==> src/hdl/svs_defines.vh <==
// Timing and layout constants for the supply voltage supervisor.
// Assumes a 125 MHz system clock; included by the design files by bare name.
`ifndef SVS_DEFINES_VH
`define SVS_DEFINES_VH

// ------------------------------------------------------------
// Clock and timing
// ------------------------------------------------------------
`define SVS_CLK_MHZ         125
// Deglitch window 8..20 us: aim at the middle, 14 us
`define SVS_DEG_MIN_US      8
`define SVS_DEG_MAX_US      20
`define SVS_DEG_NOM_US      14
`define SVS_DEG_CYC         (`SVS_DEG_NOM_US * `SVS_CLK_MHZ)
// Short-to-ground 2.7..3.3 ms, nominal 3.0 ms (in us)
`define SVS_STG_NOM_US      3000
`define SVS_STG_CYC         (`SVS_STG_NOM_US * `SVS_CLK_MHZ)

// ------------------------------------------------------------
// Channel layout
// ------------------------------------------------------------
`define SVS_NCH             5
`define SVS_CH_FIRST_BUCK        0
`define SVS_CH_SECOND_BUCK        1
`define SVS_CH_BOOST        2
`define SVS_CH_EXT1         3
`define SVS_CH_EXT2         4
`define SVS_EXT_BASE        3

`endif

==> src/hdl/svs_chan.v <==
// One rail monitor channel: deglitch and short-to-ground timers.
// Assumes comparator inputs are already synchronised to i_clk_sys.
`timescale 1ns/100ps
`default_nettype none
`include "svs_defines.vh"

module svs_chan #(
  parameter integer DEG_CYC = `SVS_DEG_CYC,
  parameter integer STG_CYC = `SVS_STG_CYC,
  parameter integer HAS_DUV = 1
) (
  input  wire i_clk_sys,   // System clock
  input  wire i_sys_rst,   // Sync reset, active high
  input  wire i_en,        // Rail enabled
  input  wire i_uv,        // Below undervoltage level
  input  wire i_ov,        // Above overvoltage level
  input  wire i_duv,       // Below deep undervoltage level
  output reg  o_uv_evt,    // Undervoltage event pulse
  output reg  o_ov_evt,    // Overvoltage event pulse
  output reg  o_stg_evt    // Short-to-ground event pulse
);

  reg [31:0] uv_cnt_q;
  reg [31:0] ov_cnt_q;
  reg [31:0] duv_cnt_q;
  reg [31:0] stg_cnt_q;
  wire       duv_act;

  assign duv_act = (HAS_DUV != 0) && i_duv;

  // ------------------------------------------------------------
  // Timers: each restarts as soon as its condition goes away
  // ------------------------------------------------------------
  always @(posedge i_clk_sys) begin
    o_uv_evt  <= 1'b0;
    o_ov_evt  <= 1'b0;
    o_stg_evt <= 1'b0;
    if (i_sys_rst || !i_en) begin
      uv_cnt_q  <= 32'h0;
      ov_cnt_q  <= 32'h0;
      duv_cnt_q <= 32'h0;
      stg_cnt_q <= 32'h0;
    end else begin
      if (!i_uv) begin
        uv_cnt_q <= 32'h0;
      end else if (uv_cnt_q < DEG_CYC) begin
        uv_cnt_q <= uv_cnt_q + 32'h1;
        o_uv_evt <= (uv_cnt_q == DEG_CYC - 1);
      end
      if (!i_ov) begin
        ov_cnt_q <= 32'h0;
      end else if (ov_cnt_q < DEG_CYC) begin
        ov_cnt_q <= ov_cnt_q + 32'h1;
        o_ov_evt <= (ov_cnt_q == DEG_CYC - 1);
      end
      if (!i_uv) begin
        stg_cnt_q <= 32'h0;
      end else if (stg_cnt_q < STG_CYC) begin
        stg_cnt_q <= stg_cnt_q + 32'h1;
      end
      if (!duv_act) begin
        duv_cnt_q <= 32'h0;
      end else if (duv_cnt_q < DEG_CYC) begin
        duv_cnt_q <= duv_cnt_q + 32'h1;
      end
      // Either path fires the short-to-ground event once
      o_stg_evt <= (i_uv && (stg_cnt_q == STG_CYC - 1)) ||
                   (duv_act && (duv_cnt_q == DEG_CYC - 1));
    end
  end

endmodule
`default_nettype wire

==> src/hdl/svs_top.v <==
// Supply voltage supervisor: rail monitors, battery and reference checks.
// Assumes analog comparator levels arrive asynchronously on pins.
`timescale 1ns/100ps
`default_nettype none
`include "svs_defines.vh"

module svs_top #(
  parameter integer DEG_CYC = `SVS_DEG_CYC,   // Deglitch time in cycles
  parameter integer STG_CYC = `SVS_STG_CYC    // Short-to-ground time in cycles
) (
  input  wire       i_clk_sys,        // System clock, 125 MHz
  input  wire       i_sys_rst,        // Sync reset, active high
  input  wire       i_batt_uv,        // Battery below undervoltage level
  input  wire [2:0] i_conv_en,        // Converter rail enables
  input  wire [2:0] i_conv_uv,        // Converter undervoltage comparators
  input  wire [2:0] i_conv_ov,        // Converter overvoltage comparators
  input  wire [1:0] i_buck_duv,       // Buck deep undervoltage comparators
  input  wire [1:0] i_ext_en_req,     // External rail enable requests
  input  wire [1:0] i_ext_uv,         // External undervoltage comparators
  input  wire [1:0] i_ext_ov,         // External overvoltage comparators
  input  wire       i_ref_warn,       // Reference difference above warn limit
  input  wire       i_ref_fault,      // Reference difference above fault limit
  input  wire       i_ref_cause,      // Root cause: 0 selects a, 1 selects b
  input  wire       i_flag_clr,       // Clear all sticky flags
  output reg        o_batt_uv_flag,   // Battery undervoltage flag
  output reg  [4:0] o_uv_flag,        // Undervoltage flags per channel
  output reg  [4:0] o_ov_flag,        // Overvoltage flags per channel
  output reg  [4:0] o_stg_flag,       // Short-to-ground flags per channel
  output reg  [1:0] o_ext_en,         // External rail enable outputs
  output reg        o_ref_warn_flag_a, // Reference warning flag a
  output reg        o_ref_warn_flag_b, // Reference warning flag b
  output reg        o_ref_fault_flag_a, // Reference fault flag a
  output reg        o_ref_fault_flag_b, // Reference fault flag b
  output reg        o_irq,            // Warning interrupt pulse
  output reg        o_fault_state,    // Device in fault state
  output reg        o_shutdown        // Shut down all regulators
);

  // ------------------------------------------------------------
  // Input synchronisers
  // ------------------------------------------------------------
  localparam integer SW = 21;
  wire [SW-1:0] raw_in;
  reg  [SW-1:0] sync1_q;
  reg  [SW-1:0] sync2_q;

  assign raw_in = {i_batt_uv, i_conv_uv, i_conv_ov, i_buck_duv,
                   i_ext_uv, i_ext_ov, i_ref_warn, i_ref_fault, i_ref_cause,
                   i_conv_en, i_ext_en_req};

  always @(posedge i_clk_sys) begin
    if (i_sys_rst) begin
      sync1_q <= {SW{1'b0}};
      sync2_q <= {SW{1'b0}};
    end else begin
      sync1_q <= raw_in;
      sync2_q <= sync1_q;
    end
  end

  wire       s_batt_uv = sync2_q[20];
  wire [2:0] s_conv_uv = sync2_q[19:17];
  wire [2:0] s_conv_ov = sync2_q[16:14];
  wire [1:0] s_duv     = sync2_q[13:12];
  wire [1:0] s_ext_uv  = sync2_q[11:10];
  wire [1:0] s_ext_ov  = sync2_q[9:8];
  wire       s_warn    = sync2_q[7];
  wire       s_fault   = sync2_q[6];
  wire       s_cause   = sync2_q[5];
  wire [2:0] s_conv_en = sync2_q[4:2] & {3{~o_shutdown}};
  wire [1:0] s_ext_req = sync2_q[1:0];

  // ------------------------------------------------------------
  // Per channel monitors
  // ------------------------------------------------------------
  wire [4:0] ch_en;
  wire [4:0] ch_uv;
  wire [4:0] ch_ov;
  wire [4:0] ch_duv;
  wire [4:0] uv_evt;
  wire [4:0] ov_evt;
  wire [4:0] stg_evt;

  assign ch_en  = {o_ext_en, s_conv_en};
  assign ch_uv  = {s_ext_uv, s_conv_uv};
  assign ch_ov  = {s_ext_ov, s_conv_ov};
  assign ch_duv = {3'h0, s_duv};

  genvar g;
  generate
    for (g = 0; g < `SVS_NCH; g = g + 1) begin : g_ch
      svs_chan #(
        .DEG_CYC (DEG_CYC),
        .STG_CYC (STG_CYC),
        .HAS_DUV ((g == `SVS_CH_FIRST_BUCK || g == `SVS_CH_SECOND_BUCK) ? 1 : 0)
      ) u_chan (
        .i_clk_sys (i_clk_sys),
        .i_sys_rst (i_sys_rst),
        .i_en      (ch_en[g]),
        .i_uv      (ch_uv[g]),
        .i_ov      (ch_ov[g]),
        .i_duv     (ch_duv[g]),
        .o_uv_evt  (uv_evt[g]),
        .o_ov_evt  (ov_evt[g]),
        .o_stg_evt (stg_evt[g])
      );
    end
  endgenerate

  // ------------------------------------------------------------
  // Sticky flags: a new event beats a simultaneous clear
  // ------------------------------------------------------------
  reg        warn_q;
  // Latched trip per rail, released when the request is withdrawn
  reg  [1:0] ext_off_q;
  reg  [1:0] ext_en_d;
  integer    k;
  integer    j;

  always @(posedge i_clk_sys) begin
    if (i_sys_rst) begin
      o_batt_uv_flag     <= 1'b0;
      o_uv_flag          <= 5'h0;
      o_ov_flag          <= 5'h0;
      o_stg_flag         <= 5'h0;
      o_ref_warn_flag_a  <= 1'b0;
      o_ref_warn_flag_b  <= 1'b0;
      o_ref_fault_flag_a <= 1'b0;
      o_ref_fault_flag_b <= 1'b0;
    end else begin
      o_batt_uv_flag <= s_batt_uv | (o_batt_uv_flag & ~i_flag_clr);
      o_uv_flag  <= uv_evt  | (o_uv_flag  & {5{~i_flag_clr}});
      o_ov_flag  <= ov_evt  | (o_ov_flag  & {5{~i_flag_clr}});
      o_stg_flag <= stg_evt | (o_stg_flag & {5{~i_flag_clr}});
      o_ref_warn_flag_a  <= (s_warn & ~s_cause) |
                            (o_ref_warn_flag_a & ~i_flag_clr);
      o_ref_warn_flag_b  <= (s_warn & s_cause) |
                            (o_ref_warn_flag_b & ~i_flag_clr);
      o_ref_fault_flag_a <= (s_fault & ~s_cause) |
                            (o_ref_fault_flag_a & ~i_flag_clr);
      o_ref_fault_flag_b <= (s_fault & s_cause) |
                            (o_ref_fault_flag_b & ~i_flag_clr);
    end
  end

  // ------------------------------------------------------------
  // Reference comparison, fault state and rail protection
  // ------------------------------------------------------------
  // Fault state is left only by reset: operation cannot be trusted
  always @(posedge i_clk_sys) begin
    if (i_sys_rst) begin
      warn_q        <= 1'b0;
      o_irq         <= 1'b0;
      o_fault_state <= 1'b0;
      o_shutdown    <= 1'b0;
      o_ext_en      <= 2'h0;
    end else begin
      warn_q <= s_warn;
      o_irq  <= s_warn & ~warn_q;
      if (s_fault) begin
        o_fault_state <= 1'b1;
        o_shutdown    <= 1'b1;
      end
      // Rail stays off until its request drops and returns
      o_ext_en <= ext_en_d;
    end
  end

  always @* begin
    ext_en_d = 2'h0;
    for (k = 0; k < 2; k = k + 1) begin
      if (o_shutdown || s_fault || !s_ext_req[k]) begin
        ext_en_d[k] = 1'b0;
      end else if (ov_evt[`SVS_EXT_BASE + k] || stg_evt[`SVS_EXT_BASE + k]) begin
        ext_en_d[k] = 1'b0;
      end else if (!ext_off_q[k]) begin
        ext_en_d[k] = 1'b1;
      end
    end
  end

  always @(posedge i_clk_sys) begin
    if (i_sys_rst) begin
      ext_off_q <= 2'h0;
    end else begin
      for (j = 0; j < 2; j = j + 1) begin
        if (ov_evt[`SVS_EXT_BASE + j] || stg_evt[`SVS_EXT_BASE + j]) begin
          ext_off_q[j] <= 1'b1;
        end else if (!s_ext_req[j]) begin
          ext_off_q[j] <= 1'b0;
        end
      end
    end
  end

endmodule
`default_nettype wire

==> config.mk <==
export PLATFORM = sky130hd
export DESIGN_NAME = svs_top
export DESIGN_NICKNAME = d
export VERILOG_FILES = /design/src/hdl/svs_chan.v /design/src/hdl/svs_top.v
export VERILOG_INCLUDE_DIRS = /design/src /design/src/hdl
export SDC_FILE = /design/constraint.sdc
export NUM_CORES = 1
export LEC_CHECK = 0
export BUFFER_PORTS_ARGS = -buffer_cell sky130_fd_sc_hd__buf_2
export CAP_MARGIN = 30
export CELL_PAD_IN_SITES_DETAIL_PLACEMENT = 1
export CELL_PAD_IN_SITES_GLOBAL_PLACEMENT = 1
export CORE_ASPECT_RATIO = 1.75
export CORE_MARGIN = 4
export CORE_UTILIZATION = 44
export DETAILED_ROUTE_END_ITERATION = 6
export PLACE_DENSITY = 0.83
export SLEW_MARGIN = 20
export SYNTH_ARGS = -nofsm -noshare
export SYNTH_HDL_FRONTEND = slang
export SYNTH_HIERARCHICAL = 1
export SYNTH_SLANG_ARGS = --single-unit
==> constraint.sdc <==
create_clock -name i_clk_sys -period 2.9 [get_ports i_clk_sys]
set_clock_uncertainty 0.2 [all_clocks]
set_input_delay 0.29 -clock i_clk_sys [delete_from_list [all_inputs] [get_ports i_clk_sys]]
set_output_delay 0.29 -clock i_clk_sys [all_outputs]
set_load 0.01 [all_outputs]
### After elaboration in Yosys (flattened, before gate mapping)

Cells that the tools add are included.

* memories: 0
* register bits after elaboration: 628
* input bits: 24
* bits in read-only memories: 0
* bits in writable memories: 0
* latch bits: 0

* $mul: 0
* reductions and logical operators: 50
* eq/ne operators: 19
* magnitude comparators: 17
* multiplexer cells: 6
* shift-type cells: 0
* div/mod/pow operators: 0
* bitwise gates (word level): 48
* add/subtract/negate cells: 17

Operator list (count)
* $add 32x1->32 const B: 17
* $eq 32x11->1 const B: 12
* $lt 32x11->1 const B: 12
* $eq 32x19->1 const B: 5
* $lt 32x19->1 const B: 5
* $reduce_or 3->1: 12
* $not 1->1: 26
* $reduce_or 2->1: 12
* $and 5x5->5: 3
* $or 5x5->5: 3
* $logic_or 1x1->1: 12
* $and 1x1->1: 10
* $logic_and 1x1->1: 7
* $logic_not 1->1: 7
* $mux 1: 6
* $or 1x1->1: 5
* $ne 2x1->1 const B: 2
* $and 3x3->3: 1

### Depth between registers and ports, before layout

* depth after elaboration: 5
* mapped depth: 7

### By module

Netlist, hierarchy kept.

By module, submodules not included
* svs_chan at g_ch[0].u_chan ...: cells an instance 539, seq. area each 2622.5 um2, area each 5069.9 um2, instances 2
* svs_chan at g_ch[2].u_chan ...: cells an instance 435, seq. area each 1981.9 um2, area each 3970.1 um2, instances 2
* svs_chan at g_ch[4].u_chan: cells an instance 407, seq. area each 1981.9 um2, area each 3930.0 um2, instances 1
* svs_top: cells an instance 198, seq. area each 1381.3 um2, area each 2113.3 um2, instances 1

### Worst setup path before layout

No wires, ideal clock.

* path kind: register -> register
* start point: reg g_ch[2].u_chan.uv_cnt_q[12]
* end point: reg g_ch[2].u_chan.uv_cnt_q[8]
* setup time: 0.072 ns
* data required time: 2.628 ns
* cell stages (with the launch flop): 7
* setup slack: 0.156 ns
* data arrival time: 2.472 ns
* cells stage by stage: dfxtp_1 > or4_4 > or4_4 > or3_1 > buf_2 > or4_1 > a21oi_1

* cells in the longest elaborated chain, start to end: 1

Ends and longest elaborated chain
* start, declared: line svs_chan.v:23 `reg [31:0] uv_cnt_q;`
* start signal, assigned: line svs_chan.v:47 `uv_cnt_q <= uv_cnt_q + 32'h1;`
* $lt 32x11->1: line svs_chan.v:46 `end else if (uv_cnt_q < DEG_CYC) begin`

Every way passes these cells.
A chain may end at the register's enable or synchronous reset.

### Final worst setup path

* start point: reg g_ch[2].u_chan.uv_cnt_q[12]
* end point: reg g_ch[2].u_chan.uv_cnt_q[6]

The elaborated chain is that of the path after synthesis.

==> Flow_metrics.wiki <==
{| class="wikitable"
! Metric !! Value
|-
| Fmax || 358 MHz
|-
| Gr usage total || 0.196
|-
| Critical path class || flop to flop
|-
| First-pass iteration count of the detailed router || 5
|-
| Share of cells above drive strength 1 || 0.101
|-
| Initial cell density of the core || 0.444
|-
| Die span in y || 318 um
|-
| Total setup violations reported at the end of the flow || 0
|-
| Root buffer cell || sky130_fd_sc_hd__clkbuf_16
|-
| Average footprint of a synthesized cell || 9.45 sq um
|-
| Synthesized instance count || 2552
|-
| Number of setup buffers added after CTS || 0
|-
| Total leakage power || 11.0 nW
|-
| Antenna violations before repair || 1
|-
| Max Root-Sink Buffers || 3
|-
| Yosys warns || 6
|-
| Via count of the first global-routing pass || 20848
|-
| Count of buffering cells on the critical path with inverters included || 1
|-
| Count of pins on the block boundary || 49
|-
| Number of routed nets with antenna violations || 0
|-
| Num rows || 113
|-
| Endpoint type of the worst setup path || flop
|-
| Worst path top cell family by delay || simple AND/OR/NAND/NOR gates
|-
| Number of buffers added on ports || 48
|-
| Horiz. Die Dim || 185 um
|-
| Core ar. || 0.0543 sq mm
|-
| Number of pins exceeding their max-slew limit in the final report || 0
|-
| Number of antenna repair diodes || 0
|-
| Final routed wire length divided by cell count || 17.8 um
|-
| Aggregate negative setup slack || 0 ns
|-
| Final worst hold slack || 0.173 ns
|-
| Crit path cell chain || or4_4 -> or4_4 -> or3_1 -> buf_4 -> or4_1 -> nand2_1
|-
| Area growth, synth to finish || 13.0%
|-
| Worst path required time || 3.25 ns
|-
| H-tree depth reported by CTS || 2
|-
| Headroom to the max-slew limit || 0.377
|-
| Number of nets in the final layout || 2652
|-
| Clock slew seen by the registers of the worst setup and hold paths || 0.07 ns
|-
| Clock tree sinks || 628
|-
| Post-layout min period || 2.79 ns
|-
| Vias per std cell || 5.83
|-
| RePlAce Congestion || 0.815
|-
| Power Total || 16.6 mW
|-
| Final WL || 59.4 mm
|-
| Result of the run || complete, no violations
|-
| Final-report hold violation count || 0
|-
| Final cycle utilization of the critical path || 0.962
|-
| CTS tree || yes
|-
| Cts bufs inserted || 57
|-
| Die Outline Area || 0.0588 sq mm
|-
| Cell at the slowest stage of the critical path || sky130_fd_sc_hd__or4_4
|-
| Startpoint type of the worst setup path || flop
|-
| Setup repair after global routing missed its margin || false
|-
| Worst endpoint data arrival time || 3.14 ns
|-
| Areal power density over the cells || 610 mW/mm^2
|-
| Number of remaining DRC errors || 0
|-
| Number of DRC markers after the initial detailed-route iteration || 872
|-
| Post-synthesis cell area || 0.0241 sq mm
|-
| Overflow left after global routing || 0
|-
| Maximum single-stage delay on the critical path || 0.55 ns
|-
| Net Count, Synth || 2605
|-
| First-pass GRT wire length || 99.9 mm
|-
| Class of the worst hold path || input port to flop
|-
| Critical path peak fanout || 7
|-
| Overall via count from detail_route || 19436
|-
| Worst-margin pin slew || 0.929 ns
|-
| Pin count of the biggest net entering global routing || 43
|-
| Number of max-capacitance violations reported || 0
|-
| IR Drop Worst-Case VDD || 0.000469 V
|-
| HPWL reported at the end of detailed placement || 39.2 mm
|-
| Worst-Skew Late Latency || 0.60 ns
|-
| Cell occurring most often along the worst timing path || sky130_fd_sc_hd__or4_4
|}
==> registers in the layout (all words and copies together), names as in the netlist, 2 cells and up <==
register               flops
g_ch.u_chan/duv_cnt_q     64
o_ext_en                   2
o_ov_flag                  5
o_stg_flag                 5
ext_off_q                  2
sync1_q                   21
o_uv_flag                  5
g_ch.u_chan/ov_cnt_q     160
g_ch.u_chan/o_stg_evt      5
g_ch.u_chan/uv_cnt_q     160
g_ch.u_chan/stg_cnt_q    160
g_ch.u_chan/o_uv_evt       5
sync2_q                   21
g_ch.u_chan/o_ov_evt       5
==> timing repair <==
item                                    CTS  global route
hold buffers                             26             0
hold endpoints to repair                 36             0
gates resized for setup                   0             2
endpoints found under the setup margin    0             7
==> power by group <==
| group | switching [mW] | internal, mW | total (mW) |
|---|---|---|---|
| Combinational | 0.107 | 0.0754 | 0.182 |
| Sequential | 0.0332 | 8.65 | 8.69 |
| Clock | 3.35 | 4.41 | 7.76 |
==> metal layers <==
layer / share of wire / GRT usage / up-vias
li1: - / - / 9451
met1: 0.40 / 0.217 / 9649
met2: 0.55 / 0.382 / 222
met3: 0.025 / 0.0237 / 114
met4: 0.024 / 0.0607 / 0
met5: 0 / 0 / -
==> final cells by class <==
cell class	instances	area, sq um
fill	6087	27000
multi-input combinational	1729	10800
clock buffer	78	1640
clock inverter	27	299
sequential	628	12600
tap	690	863
timing repair buffer	121	856
inverter	62	233
==> cell usage in the layout, fill, tap and decap left out, types with 32 or more instances in the layout <==
cell type	count
sky130_fd_sc_hd__buf_4	48
sky130_fd_sc_hd__xnor2_1	38
sky130_fd_sc_hd__inv_1	62
sky130_fd_sc_hd__nor4_1	90
sky130_fd_sc_hd__dfxtp_1	628
sky130_fd_sc_hd__nand2b_1	32
sky130_fd_sc_hd__buf_2	47
sky130_fd_sc_hd__o31ai_1	37
sky130_fd_sc_hd__o21ai_0	82
sky130_fd_sc_hd__or3_1	70
sky130_fd_sc_hd__nand3_1	104
sky130_fd_sc_hd__nor2b_1	50
sky130_fd_sc_hd__a21oi_1	172
sky130_fd_sc_hd__and3_1	354
sky130_fd_sc_hd__nand2_1	144
sky130_fd_sc_hd__nand4_1	62
sky130_fd_sc_hd__nor2_1	122
sky130_fd_sc_hd__clkbuf_16	58
sky130_fd_sc_hd__or4_1	66
==> stage by stage <==
stage / std cells / worst slack, ns / util / cell area (sq um)
global route: 3335 / 0.0189 / 0.502 / 27300
global placement: 3202 / 0.0936 / 0.461 / 25000
floorplan: 2552 / 0.156 / - / 24100
CTS: 3335 / 0.0570 / 0.502 / 27300
detailed placement: 3204 / 0.0360 / 0.461 / 25100
finish: 3335 / 0.110 / 0.502 / 27300
==> worst min-delay path: stages <==
cell and delay [ns]:
sky130_fd_sc_hd__buf_2 0.30, sky130_fd_sc_hd__nand2b_1 0.24, sky130_fd_sc_hd__a21oi_1 0.11
==> path summary, 6_finish.rpt <==
path	startpoint	to	cells after the start	slack [ns]
setup / recovery	g_ch[2].u_chan/uv_cnt_q[12]	g_ch[2].u_chan/uv_cnt_q[6]	6	0.11
hold / removal	i_flag_clr	o_ref_fault_flag_b	3	0.17
setup reg to reg	g_ch[2].u_chan/uv_cnt_q[12]	g_ch[2].u_chan/uv_cnt_q[6]	6	0.11
hold reg to reg	warn_q	o_irq	1	0.20
Power figures use the tool's default switching activity.
